**src/dwms_pkg.sv**
```systemverilog
package dwms_pkg;
    // ************************************************************
    // Widths
    // ************************************************************
    localparam int                VDD_W        = 12;
    localparam int                CNT_W        = 16;
    localparam int                SCALE_W      = 7;
    // ************************************************************
    // Droop reference scaling: ref = sample * 97 / 100
    // ************************************************************
    localparam logic [SCALE_W-1:0] REF_NUM     = 7'h61;
    localparam logic [SCALE_W-1:0] REF_DEN     = 7'h64;
    // ************************************************************
    // Timing (clock 20 MHz)
    // ************************************************************
    localparam int                CLK_MHZ      = 20;
    localparam int                MIN_LOW_NS   = 1000;
    localparam int                DISS_US      = 177;
    localparam int                ENS_US       = 133;
    localparam int                WAKE_PER_NS  = 30000;
    localparam int                WAKE_ON_NS   = 500;
    localparam int                HOLD_US      = 1600;
    localparam logic [CNT_W-1:0]  MIN_LOW_CYC  = CNT_W'((MIN_LOW_NS * CLK_MHZ + 999) / 1000);
    localparam logic [CNT_W-1:0]  DISS_CYC     = CNT_W'(DISS_US * CLK_MHZ);
    localparam logic [CNT_W-1:0]  ENS_CYC      = CNT_W'(ENS_US * CLK_MHZ);
    localparam logic [CNT_W-1:0]  WAKE_PER_CYC = CNT_W'(WAKE_PER_NS * CLK_MHZ / 1000);
    localparam logic [CNT_W-1:0]  WAKE_ON_CYC  = CNT_W'(WAKE_ON_NS * CLK_MHZ / 1000);
    localparam int                HOLD_CYC     = HOLD_US * CLK_MHZ;
    // ************************************************************
    // Cycle counts
    // ************************************************************
    localparam logic [6:0]        DIS_COUNT    = 7'h3F;
    localparam logic [6:0]        EN_COUNT     = 7'h20;
endpackage

```
**src/dwms_cycle_qual.sv**
```systemverilog
module dwms_cycle_qual
    import dwms_pkg::*;
(
    input  wire logic clk_in,
    input  wire logic rst_n_in,
    input  wire logic run_in,
    input  wire logic wake_low_in,
    input  wire logic demag_end_in,
    output logic      qual_out
);
    typedef struct packed {
        logic [CNT_W-1:0] low_cnt;
        logic             qual;
    } dwms_cq_t;
    dwms_cq_t s_r, s_nxt;
    always_comb begin
        s_nxt      = s_r;
        s_nxt.qual = 1'b0;
        if (!run_in) begin
            s_nxt = '0;
        end else if (demag_end_in) begin
            // Trigger only at demag end after long enough low time
            s_nxt.qual    = (s_r.low_cnt > MIN_LOW_CYC);
            s_nxt.low_cnt = '0;
        end else if (wake_low_in) begin
            if (s_r.low_cnt != {CNT_W{1'b1}}) begin
                s_nxt.low_cnt = s_r.low_cnt + 1'b1;
            end
        end else begin
            s_nxt.low_cnt = '0;
        end
    end
    always_ff @(posedge clk_in or negedge rst_n_in) begin
        if (!rst_n_in) begin
            s_r <= '0;
        end else begin
            s_r <= s_nxt;
        end
    end
    assign qual_out = s_r.qual;
endmodule

```
**src/dwms_top.sv**
```systemverilog
// Function
// - All functions idle until lockout released
// - Stay running until lockout turn-off
// - Sample trigger at demag interval end
// - Qualify only after long enough low
// - Qualified cycle stores 97% of supply
// - Unqualified disturbances keep reference
// - Wake request when supply below reference
// - Wake request pulls wake line low
// - Short pulses repeat until cycle or lockout
// - Cycle after wake refreshes, stops pulses
// - Cycle during droop re-samples reference
// - Enable low after sustained slow cycles
// - Release enable after 32 fast cycles
// - Reference valid only within hold interval
// - Enable off at power-up; 63 slow cycles
// - Fast period clears disable count
// - Fast-cycle count cumulative while enable low
// - Wake leaves enable and counts alone
module dwms_top
    import dwms_pkg::*;
#(
    parameter int HOLD_CYCLES = HOLD_CYC
)(
    input  wire logic             CLK_IN,
    input  wire logic             RST_N_IN,
    input  wire logic             UNDERVOLTAGE_LOCKOUT_OK_IN,
    input  wire logic             WAKE_LOW_IN,
    input  wire logic             DEMAG_END_IN,
    input  wire logic [VDD_W-1:0] VDD_SAMPLE_IN,
    output logic                  WAKE_OUT,
    output logic                  WAKE_OE_OUT,
    output logic                  ENABLE_OUT,
    output logic                  ENABLE_OE_OUT,
    output logic                  REF_VALID_OUT,
    output logic [VDD_W-1:0]      DROOP_REF_OUT
);
    // ************************************************************
    // State
    // ************************************************************
    typedef enum logic [1:0] {
        DWMS_IDLE = 2'b01,
        DWMS_WAKE = 2'b10
    } dwms_st_t;
    typedef struct packed {
        logic [1:0]       undervoltage_lockout_sync;
        logic [1:0]       wake_sync;
        logic [1:0]       demag_sync;
        logic             running;
        dwms_st_t         st;
        logic [VDD_W-1:0] droop_ref;
        logic             ref_loaded;
        logic [31:0]      hold_cnt;
        logic             ref_valid;
        logic [CNT_W-1:0] per_cnt;
        logic [CNT_W-1:0] pulse_cnt;
        logic             wake_drive;
        logic [6:0]       dis_cnt;
        logic [6:0]       en_cnt;
        logic             ens_on;
    } dwms_s_t;
    dwms_s_t s_r, s_nxt;
    logic qual;
    logic [VDD_W-1:0]         scaled;
    logic                     droop;
    // ************************************************************
    // Helpers
    // ************************************************************
    // Widened before the product so 97 percent of full scale fits
    function automatic logic [VDD_W-1:0] dwms_scale_ref(input logic [VDD_W-1:0] smp);
        logic [VDD_W+SCALE_W-1:0] prod;
        logic [VDD_W+SCALE_W-1:0] quo;
        prod = (VDD_W+SCALE_W)'(smp) * (VDD_W+SCALE_W)'(REF_NUM);
        quo  = prod / (VDD_W+SCALE_W)'(REF_DEN);
        return quo[VDD_W-1:0];
    endfunction
    // ************************************************************
    // Power-cycle qualifier
    // ************************************************************
    dwms_cycle_qual u_qual (
        .clk_in       (CLK_IN),
        .rst_n_in     (RST_N_IN),
        .run_in       (s_r.running),
        .wake_low_in  (s_r.wake_sync[1] & ~s_r.wake_drive),
        .demag_end_in (s_r.demag_sync[1]),
        .qual_out     (qual)
    );
    always_comb begin
        scaled = dwms_scale_ref(VDD_SAMPLE_IN);
        droop  = s_r.ref_loaded && (VDD_SAMPLE_IN < s_r.droop_ref);
    end
    // ************************************************************
    // Sequencer
    // ************************************************************
    always_comb begin
        s_nxt = s_r;
        // ************************************************************
        // Input synchronisers
        // ************************************************************
        s_nxt.undervoltage_lockout_sync  = {s_r.undervoltage_lockout_sync[0], UNDERVOLTAGE_LOCKOUT_OK_IN};
        s_nxt.wake_sync  = {s_r.wake_sync[0], WAKE_LOW_IN};
        s_nxt.demag_sync = {s_r.demag_sync[0], DEMAG_END_IN};
        s_nxt.running    = s_r.undervoltage_lockout_sync[1];
        // ************************************************************
        // Lockout
        // ************************************************************
        // A supply sag drops every stored count, enable included
        if (!s_r.running) begin
            // Lockout: everything back to power-up state
            s_nxt.st         = DWMS_IDLE;
            s_nxt.droop_ref  = '0;
            s_nxt.ref_loaded = 1'b0;
            s_nxt.hold_cnt   = '0;
            s_nxt.ref_valid  = 1'b0;
            s_nxt.per_cnt    = '0;
            s_nxt.pulse_cnt  = '0;
            s_nxt.wake_drive = 1'b0;
            s_nxt.dis_cnt    = '0;
            s_nxt.en_cnt     = '0;
            s_nxt.ens_on     = 1'b0;
        end else begin
            // ************************************************************
            // Period and hold timers
            // ************************************************************
            // Timers saturate so a very long sleep never wraps to a short one
            if (s_r.per_cnt != {CNT_W{1'b1}}) begin
                s_nxt.per_cnt = s_r.per_cnt + 1'b1;
            end
            if (s_r.hold_cnt < 32'(HOLD_CYCLES)) begin
                s_nxt.hold_cnt = s_r.hold_cnt + 32'h1;
            end else begin
                s_nxt.ref_valid = 1'b0;
            end
            // ************************************************************
            // Refresh on qualified cycle
            // ************************************************************
            // Reference, timers and period classes move on one edge
            if (qual) begin
                s_nxt.droop_ref  = scaled[VDD_W-1:0];
                s_nxt.ref_loaded = 1'b1;
                s_nxt.ref_valid  = 1'b1;
                s_nxt.hold_cnt   = '0;
                s_nxt.per_cnt    = '0;
                s_nxt.st         = DWMS_IDLE;
                s_nxt.wake_drive = 1'b0;
                // Period classification; wake pulses never touch it
                if (s_r.per_cnt > DISS_CYC) begin
                    if (!s_r.ens_on) begin
                        if (s_r.dis_cnt + 7'h01 >= DIS_COUNT) begin
                            s_nxt.ens_on  = 1'b1;
                            s_nxt.dis_cnt = '0;
                            s_nxt.en_cnt  = '0;
                        end else begin
                            s_nxt.dis_cnt = s_r.dis_cnt + 7'h01;
                        end
                    end
                end else if (!s_r.ens_on) begin
                    s_nxt.dis_cnt = '0;
                end
                if (s_r.ens_on && s_r.per_cnt < ENS_CYC) begin
                    if (s_r.en_cnt + 7'h01 >= EN_COUNT) begin
                        s_nxt.ens_on = 1'b0;
                        s_nxt.en_cnt = '0;
                    end else begin
                        s_nxt.en_cnt = s_r.en_cnt + 7'h01;
                    end
                end
            end else begin
                // ************************************************************
                // Wake pulse generator
                // ************************************************************
                // Own pulses are masked at the qualifier, so they never refresh
                unique case (s_r.st)
                    DWMS_IDLE: begin
                        if (droop) begin
                            s_nxt.st         = DWMS_WAKE;
                            s_nxt.pulse_cnt  = '0;
                            s_nxt.wake_drive = 1'b1;
                        end
                    end
                    DWMS_WAKE: begin
                        // Counts and enable untouched while waking
                        if (s_r.pulse_cnt + 1'b1 >= WAKE_PER_CYC) begin
                            s_nxt.pulse_cnt  = '0;
                            s_nxt.wake_drive = 1'b1;
                        end else begin
                            s_nxt.pulse_cnt = s_r.pulse_cnt + 1'b1;
                            if (s_r.pulse_cnt + 1'b1 >= WAKE_ON_CYC) begin
                                s_nxt.wake_drive = 1'b0;
                            end
                        end
                    end
                endcase
            end
        end
    end
    // ************************************************************
    // Registers
    // ************************************************************
    always_ff @(posedge CLK_IN or negedge RST_N_IN) begin
        if (!RST_N_IN) begin
            s_r    <= '0;
            s_r.st <= DWMS_IDLE;
        end else begin
            s_r <= s_nxt;
        end
    end
    // ************************************************************
    // Open-drain pins
    // ************************************************************
    // Level fixed at zero; only the enables switch
    always_comb begin
        WAKE_OUT      = 1'b0;
        ENABLE_OUT    = 1'b0;
        WAKE_OE_OUT   = s_r.wake_drive;
        ENABLE_OE_OUT = s_r.ens_on;
        REF_VALID_OUT = s_r.ref_valid;
        DROOP_REF_OUT = s_r.droop_ref;
    end
endmodule

```
**config.mk**
```make
export PLATFORM = sky130hd
export DESIGN_NAME = dwms_top
export DESIGN_NICKNAME = d
export VERILOG_FILES = /design/src/dwms_pkg.sv /design/src/dwms_cycle_qual.sv /design/src/dwms_top.sv
export SDC_FILE = /design/constraint.sdc
export NUM_CORES = 1
export LEC_CHECK = 0
export ABC_AREA = 0
export BUFFER_PORTS_ARGS = -buffer_cell sky130_fd_sc_hd__buf_2
export CAP_MARGIN = 20
export CORE_MARGIN = 4
export CORE_UTILIZATION = 30
export CTS_CLUSTER_DIAMETER = 50
export DETAILED_ROUTE_END_ITERATION = 16
export GPL_TIMING_DRIVEN = 0
export PLACE_DENSITY = 0.46
export SLEW_MARGIN = 20
export SYNTH_ARGS = -nofsm -noshare
export SYNTH_HDL_FRONTEND = slang
export SYNTH_SLANG_ARGS = --single-unit
```
**constraint.sdc**
```tcl
create_clock -name CLK_IN -period 4.2 [get_ports CLK_IN]
set_input_delay 0.21 -clock CLK_IN [delete_from_list [all_inputs] [get_ports CLK_IN]]
set_output_delay 0.21 -clock CLK_IN [all_outputs]
set_load 0.03 [all_outputs]
```
==> results of run 1 <==
## registers in the layout, indices dropped and copies added (netlist names)
register	flops
u_qual.qual_out	1
WAKE_OE_OUT	1
s_nxt	4
DROOP_REF_OUT	12
s_r	84
u_qual.s_r	16
REF_VALID_OUT	1
ENABLE_OE_OUT	1
## cell type report
class	instances	area, µm²
Sequential cell	120	3000
Multi-Input combinational cell	947	8090
Tap cell	448	561
Inverter	45	181
Fill cell	3244	19300
Clock buffer	22	474
Timing Repair Buffer	166	1440
Buffer	52	372
Clock inverter	8	145
## worst max-delay path by stage
stage | slack, ns | startpoint | depth (start not counted) | to
final | -4.91 | VDD_SAMPLE_IN[3] | 38 | DROOP_REF_OUT[0]$_DFFE_PN0N_
after floorplan | -5.01 | VDD_SAMPLE_IN[3] | 38 | DROOP_REF_OUT[0]$_DFFE_PN0N_
after global placement | -6.75 | VDD_SAMPLE_IN[3] | 38 | DROOP_REF_OUT[0]$_DFFE_PN0N_
after global routing | -5.22 | VDD_SAMPLE_IN[3] | 40 | DROOP_REF_OUT[0]$_DFFE_PN0N_
after detailed placement | -6.71 | VDD_SAMPLE_IN[3] | 38 | DROOP_REF_OUT[0]$_DFFE_PN0N_
after CTS | -4.83 | VDD_SAMPLE_IN[3] | 41 | DROOP_REF_OUT[0]$_DFFE_PN0N_
## worst register-to-register path: stages, from the launching register on
cell and delay, ns:
dfrtp_1 0.43, inv_1 0.10, ha_1 0.27, a21boi_0 0.12, o21ai_0 0.14, nand2b_1 0.07
a21oi_1 0.16, nor2b_1 0.06, o21ai_0 0.14, nand2b_1 0.12, a21oi_1 0.16, nor2b_1 0.06
o21ai_0 0.15, nand2b_1 0.13, a21oi_1 0.17, nor2b_1 0.06, o21ai_0 0.14, nand3b_1 0.22
nand4b_1 0.25, nand2_2 0.18, clkbuf_2 0.23, o31ai_1 0.25
## cell families (layout without fill, tap and decap cells)
| family | after synthesis | count (layout) | share of synthesized area [%] |
|---|---|---|---|
| AND/OR/NAND/NOR | 453 | 453 | 22.9 |
| AO/OA/AOI/OAI | 326 | 326 | 24.2 |
| flip-flops | 120 | 120 | 29.3 |
| buffers and inverters | 99 | 293 | 5.24 |
| adder cells (fa/ha/maj) | 85 | 85 | 10.6 |
| XOR/XNOR | 61 | 61 | 5.43 |
| multiplexers | 20 | 20 | 2.27 |
| other | 1 | 2 | 0.0366 |
## through the flow
| step | instance area, µm² | worst slack [ns] |
|---|---|---|
| final | 14300 | -4.91 |
| after global routing | 14300 | -5.22 |
| after CTS | 13600 | -4.83 |
| after detailed placement | 11300 | -6.71 |
| after global placement | 11300 | -6.75 |
| after floorplan | 10600 | -5.01 |
## per-layer routing
metal / vias up / part of all wire, % / track usage (%)
li1: 4668 / - / -
met1: 4534 / 50 / 22.9
met2: 161 / 45 / 24.6
met3: 26 / 3.3 / 2.32
met4: 0 / 1.1 / 3.35
met5: - / 0 / 0
## timing repair
item                                    CTS  global route
resized for setup                       148            78
endpoints found under the setup margin   11            24
endpoints found under the hold margin    34             0
buffers inserted                         99            35
gates cloned                              0             0
hold buffers                              4             0
pin swaps                                84            57
## Yosys cell counts, drive strengths merged, types with 6 or more instances
library cell and number:
dfrtp 119, nor2 115, nand2 96, o21ai 87, ha 79, a21oi 55, nand3 45, inv 44
and2 39, xor2 37, buf 31, nor3 27, xnor2 24, a211oi 23, and3 23, clkbuf 22
o211ai 21, a31oi 17, nand2b 17, nand4 17, o31ai 17, nor2b 16, nor4 15, mux2i 13
or3 13, a211o 8, o22ai 8, or2 8, mux2 7, o31a 7, a21o 6, o21a 6
==> key figures, run 1 <==
Place
  – Post-DP HPWL: 20000 µm
  – # port buffers: 31
  – Placed Cells: 1646
  – Final GP Congestion: 0.805

Setup path
  – CP required: 4.53 ns
  – Crit-path max cell delay: about 0.6 ns
  – Crit Path Category: in -> reg
  – CP bufs+invs: 5
  – Startpoint types: input pin
  – R2r worst-path depth: 21
  – Worst-path maximum fanout: 8
  – Crit path DAT: 9.45 ns
  – Most frequent CP cell: ha_4
  – Crit. End Element: flip-flop
  – R2R setup slack: 0.50 ns
  – Worst reg2reg path endpoint: s_r[17]$_DFFE_PN0P_
  – Worst path slowest cell: or4_4
  – Reg2Reg Launch Point: DROOP_REF_OUT[1]$_DFFE_PN0N_
  – Delay-heaviest family, CP: compound AO/OA/AOI/OAI gates

Clocking
  – Clock Tree Buf Depth: 2
  – Worst-path clk slew: 0.06 ns
  – Clock latency at the later pin of the worst-skew pair: 0.41 ns
  – # clock sinks: 120
  – H-tree levels: 4
  – Root Buffer: clkbuf_16
  – TritonCTS buffer count: 17
  – CTS tree: built

Detailed routing
  – Starting DRT DRC Count: 422
  – Via count: 9389
  – Final wirelength: 29200 µm
  – Wirelength per Cell: ~16 µm
  – DRC viols: 0
  – Initial DRT Pass Iterations: 7
  – Drt via density: 5.19
  – Final ANT Viol Nets: 0

Global route
  – Global-route wire length before repair: 47700 µm
  – Largest net degree at the start of global routing: 90
  – Antenna violations before repair: 0
  – GRT Total Usage: 15.7%
  – GR Overflow Total: 0
  – Vias in the first global route: 9141

Timing
  – Clock Skew: 0.00842 ns
  – Final hold slack: 0.254 ns
  – Pin slew with the least headroom to its limit: 1.06 ns
  – Tcrit/Tclk final: 217%
  – Relative slew margins: between 20% and 30%
  – Final Max Tran Viols: 0
  – Min cycle time layout: slightly above 9 ns
  – Peak Freq: 110 MHz
  – # setup viols final: 10
  – Setup tns final: -28.02 ns
  – Hold Vio Cnt, Final: 0
  – RSZ-0062 raised after global routing: yes
  – Final WS setup: -4.91 ns

Synth
  – Sequential element share of the synthesized area: between 20 and 30%
  – Synth Flop Type: dfrtp_1
  – Mapped Area: 10300 µm²
  – Cells after Synth: ~1200
  – Post-synth EDFFs: 0
  – Synth area leader: dfrtp_1
  – Syn avg cell area: 8.80 µm²
  – Yosys cell types: 128
  – Main area contributors after synthesis: dfrtp_1 29%, ha_1 9.6%, nor2_1 4.1%
  – Synth top area share: 29.0%
  – Yosys warns: 0
  – Asr flop ratio synth: 100%
  – Synthesis-stage register bit count: 120

Final layout
  – P&R area growth vs syn: 39.2%
  – Share of cells above drive strength 1: 32.4%
  – Non-filler cells, final: about 1800
  – Most frequent cells in the layout: 119 x dfrtp_1, 119 x buf_4, 109 x nor2_1
  – Core Util, Final: 42.4%
  – Nets: 1449
  – Antenna cells: 0

Floorplanning
  – Die width: 193 µm
  – Io pins: 34
  – Rows: 67
  – Core Footprint: between 30000 and 40000 µm²
  – DIE HEIGHT: 193 µm
  – Die area: 37200 µm²
  – Initial core utilization: 30.5%

Hold path
  – HP Class: in -> async

Run status
  – Status: finished with violations
  – Failing checks: negative setup slack

Job
  – Max-Cap Viols: 0
Power of run 1 is left out: the tool's default activity adds up to more than one toggle a clock period on the data nets, which glitch-free logic cannot reach.
==> inputs of run 2 (changes only) <==
- CORE_ASPECT_RATIO: not set -> 0.5
==> run 2 against run 1 <==
The flow still finishes with violations (negative setup slack). Critical path depth is 2 higher. Final cell count down 2.3%. Die area is 0.48% higher. Register-to-register slack gained 0.02 ns. Final area down 5.5%. Fmax shrank 0.44%. Critical endpoint unchanged.
==> key figures, run 2 (same netlist as run 1, synthesis figures left out) <==
Clocking
  – Clock latency at the later pin of the worst-skew pair: 0.42 ns
  – CTS tree: built
  – H-tree levels: 4
  – Root Buffer: clkbuf_16
  – Clock Tree Buf Depth: 2
  – Worst-path clk slew: around 0.06 ns
  – # clock sinks: 120
  – TritonCTS buffer count: 17

Floorplanning
  – Die width: 269 µm
  – Io pins: 34
  – DIE HEIGHT: 139 µm
  – Rows: 47
  – Die area: 37400 µm²
  – Initial core utilization: 30.7%
  – Core Footprint: 33400 µm²

Setup path
  – Crit. End Element: flip-flop
  – Worst-path maximum fanout: 7
  – Startpoint types: input pin
  – Most frequent CP cell: ha_1
  – Reg2Reg Launch Point: DROOP_REF_OUT[1]$_DFFE_PN0N_
  – Crit Path Category: in -> reg
  – Crit-path max cell delay: between 0.5 and 0.6 ns
  – Crit path DAT: ~9.5 ns
  – Critical path startpoint: VDD_SAMPLE_IN[6]
  – Worst path slowest cell: or4_4
  – CP required: 4.49 ns
  – Delay-heaviest family, CP: compound AO/OA/AOI/OAI gates
  – CP bufs+invs: 7

Run status
  – Failing checks: negative setup slack
  – Status: finished with violations

Global route
  – Largest net degree at the start of global routing: 90
  – GRT Total Usage: 14.8%
  – Global-route wire length before repair: 46700 µm
  – Vias in the first global route: 9208
  – GR Overflow Total: 0
  – Antenna violations before repair: 0

Final layout
  – Most frequent cells in the layout: 119 x dfrtp_1, 109 x nor2_1, 108 x buf_4
  – Max FFs per register: 84
  – Nets: 1412
  – P&R area growth vs syn: 31.5%
  – Largest reg by FF count: s_r
  – Share of cells above drive strength 1: 29.1%
  – Core Util, Final: between 40 and 50%
  – Commonest non-fill, non-tap cell in the layout: dfrtp_1
  – Antenna cells: 0
  – Non-filler cells, final: ~1800

Timing
  – Relative slew margins: 42.9%
  – Hold Vio Cnt, Final: 0
  – Tcrit/Tclk final: 218%
  – Final WS setup: -4.95 ns
  – RSZ-0062 raised after global routing: yes
  – # setup viols final: 10
  – Min cycle time layout: 9.15 ns
  – Peak Freq: about 110 MHz
  – Pin slew with the least headroom to its limit: 0.850 ns
  – Final Max Tran Viols: 0
  – Clock Skew: 0.00971 ns

Detailed routing
  – Final ANT Viol Nets: 0
  – Drt via density: roughly 5.2
  – Wirelength per Cell: between 15 and 20 µm
  – Starting DRT DRC Count: 570
  – Final wirelength: 28100 µm
  – Initial DRT Pass Iterations: 5
  – DRC viols: 0
  – Via count: 9220

Place
  – # port buffers: 31
  – Final GP Congestion: ~0.84
  – Placed Cells: 1639
  – Post-DP HPWL: just under 20000 µm

Job
  – Max-Cap Viols: 0

Hold path
  – HP Class: in -> async
[run 2: changes by cell type in the layout (fill, tap and decap cells not counted), sizes merged]
| cell | previous run | this run |
|---|---|---|
| clkinvlp | 4 | 6 |
| clkbuf | 45 | 41 |
| clkinv | 3 | 9 |
| buf | 190 | 154 |
| bufinv | 4 | 1 |
[run 2: area by class of cell]
cell class,count,area [µm²]
multi-input cells,947,7840
clock buffers,19,433
plain buffers,53,375
fillers,3307,19900
inverters,45,176
flip-flops and latches,120,3000
clock inverters,13,108
well taps,441,552
repair buffers,128,992
[run 2: final timing paths]
check,end,slack [ns],cells after the start
max in group asynchronous,s_r[58]$_DFFE_PN0P_,3.21,3
min in group CLK_IN,s_nxt[96]$_DFF_PN0_,0.35,0
worst min register to register,s_nxt[96]$_DFF_PN0_,0.35,0
worst min-delay path,u_qual.s_r[14]$_DFFE_PN0P_,0.25,2
worst max-delay path,DROOP_REF_OUT[0]$_DFFE_PN0N_,-4.95,40
worst max register to register,s_r[17]$_DFFE_PN0P_,0.52,21
[run 2: metal layers]
layer	up-vias	part of all wire [%]	global-route usage, %
met2	108	49	25.8
met3	29	1.9	2.04
li1	4583	-	-
met5	-	0	0
met1	4500	48	19.5
met4	0	1.2	3.70
[run 2: repair_timing]
item	in CTS	in global routing
hold buffers	4	0
endpoints found under the hold margin	34	0
endpoints found under the setup margin	11	14
pin swaps	71	50
gates resized for setup	122	35
setup buffers	69	24
[run 2: through the flow]
stage | setup WS [ns] | hold WS, ns | cell area (µm²) | setup TNS [ns]
after floorplan | -5.01 | -0.0856 | 10600 | -29.35
after global routing | -5.25 | 0.265 | 13500 | -31.00
final | -4.95 | 0.245 | 13500 | -28.93
after CTS | -4.71 | 0.239 | 13100 | -26.95
after detailed placement | -6.55 | 0.0960 | 11300 | -43.36
after global placement | -6.50 | 0.318 | 11300 | -42.85
Power of run 2 is left out for the same reason.
==> inputs of run 3 (changes only) <==
- PLACE_DENSITY: 0.46 -> not set
- clock period: 4.2 -> 7.79 ns (I/O delays scaled with it)
==> run 3 against run 2 <==
The run still ends with negative setup slack left. Critical endpoint unchanged. Core utilization grew 1.0 points. Sequential cell count unchanged. Count of clock-buffer cells in the layout grew 4. Die area did not move.
==> key figures, run 3 (same netlist as run 1, synthesis figures left out) <==
Clocking
  – Clock Tree Buf Depth: 2
  – H-tree levels: 4
  – # clock sinks: 120
  – TritonCTS buffer count: 17
  – Root Buffer: clkbuf_16
  – CTS tree: built
  – Clock latency at the later pin of the worst-skew pair: 0.41 ns
  – Worst-path clk slew: 0.05 ns

Global route
  – Antenna violations before repair: 0
  – Vias in the first global route: 9106
  – Global-route wire length before repair: 45200 µm
  – GRT Total Usage: around 14%
  – Largest net degree at the start of global routing: 67
  – GR Overflow Total: 0

Setup path
  – Critical path startpoint: VDD_SAMPLE_IN[2]
  – CP required: 8.12 ns
  – R2r worst-path depth: 21
  – Critical path depth in cells: 40
  – Crit-path max cell delay: 0.60 ns
  – Crit Path Category: in -> reg
  – Worst-path maximum fanout: 6
  – CP bufs+invs: 6
  – Startpoint types: input pin
  – Crit. End Element: flip-flop
  – Reg2Reg Launch Point: DROOP_REF_OUT[1]$_DFFE_PN0N_
  – Worst path slowest cell: or4_4
  – Delay-heaviest family, CP: compound AO/OA/AOI/OAI gates
  – Crit path DAT: 9.66 ns
  – Most frequent CP cell: buf_6

Timing
  – Clock Skew: 0.00831 ns
  – Tcrit/Tclk final: 120%
  – Pin slew with the least headroom to its limit: around 0.87 ns
  – Min cycle time layout: 9.33 ns
  – Final WS setup: -1.54 ns
  – RSZ-0062 raised after global routing: yes
  – Peak Freq: 107 MHz
  – Hold Vio Cnt, Final: 0
  – Final Max Tran Viols: 0
  – # setup viols final: 4
  – Relative slew margins: 41.8%
  – Final hold slack: slightly below 0.09 ns

Floorplanning
  – Rows: 47
  – DIE HEIGHT: 139 µm
  – Io pins: 34
  – Initial core utilization: 30.7%
  – Die width: 269 µm
  – Core Footprint: 33400 µm²
  – Die area: ~37000 µm²

Detailed routing
  – Final ANT Viol Nets: 0
  – Via count: a little over 9000
  – Drt via density: between 5 and 6
  – Final wirelength: 27400 µm
  – Initial DRT Pass Iterations: 5
  – DRC viols: 0
  – Starting DRT DRC Count: 529
  – Wirelength per Cell: 15.4 µm

Final layout
  – P&R area growth vs syn: 34.9%
  – Final instance area: 13800 µm²
  – Max FFs per register: 84
  – Nets: around 1400
  – Core Util, Final: 41.4%
  – Commonest non-fill, non-tap cell in the layout: dfrtp_1
  – Most frequent cells in the layout: 119 x dfrtp_1, 116 x buf_4, 106 x nor2_1
  – Antenna cells: 0
  – Share of cells above drive strength 1: 30.9%
  – Largest reg by FF count: s_r

Run status
  – Failing checks: negative setup slack
  – Status: finished with violations

Place
  – Post-DP HPWL: approximately 18000 µm
  – Final GP Congestion: 0.829
  – Area post-placement: 11300 µm²
  – # port buffers: 31

Hold path
  – Hold Crit Start: DEMAG_END_IN
  – Hold depth: 1
  – HP Class: in -> reg

Job
  – Max-Cap Viols: 0
-- run 3: final timing paths --
check                                               end  slack (ns)
hold reg to reg                      s_r[100]$_DFF_PN0_        0.34
setup reg to reg                    s_r[17]$_DFFE_PN0P_        4.21
setup / recovery           DROOP_REF_OUT[0]$_DFFE_PN0N_       -1.54
max in group asynchronous           s_r[94]$_DFFE_PN1P_        6.57
min in group asynchronous    u_qual.s_r[13]$_DFFE_PN0P_        0.50
hold / removal                      s_nxt[98]$_DFF_PN0_        0.09
-- run 3: per-stage QoR --
stage	instances	TNS [ns]	worst slack, ns
2_1_floorplan	1166	-4.23	-1.60
3_3_place_gp	1638	-11.39	-3.06
3_5_place_dp	1639	-11.45	-3.05
4_1_cts	1759	-2.80	-1.25
5_1_grt	1777	-5.26	-1.90
6_report	1777	-3.97	-1.54
-- run 3: area by class of cell --
type	instances	area (µm²)
Tap cell	441	552
Timing Repair Buffer	141	1120
Clock buffer	23	468
Buffer	51	374
Multi-Input combinational cell	947	8080
Clock inverter	9	51.3
Sequential cell	120	3000
Inverter	45	179
Fill cell	3211	19600
-- run 3: repair_timing --
action                                  in CTS  in global routing
endpoints found under the setup margin       6                  4
hold buffers                                 1                  0
endpoints found under the hold margin       54                  0
buffers inserted                            89                 19
cloned                                       1                  0
pin swaps                                   97                 25
resized for setup                          179                 35
-- run 3: layer usage --
metal	global-route usage (%)	up-vias	part of all wire [%]
met5	0	-	0
met4	4.61	0	2.1
met3	2.09	40	2.7
met2	24.1	176	49
met1	18.6	4502	46
li1	-	4612	-
Power of run 3 is left out for the same reason.
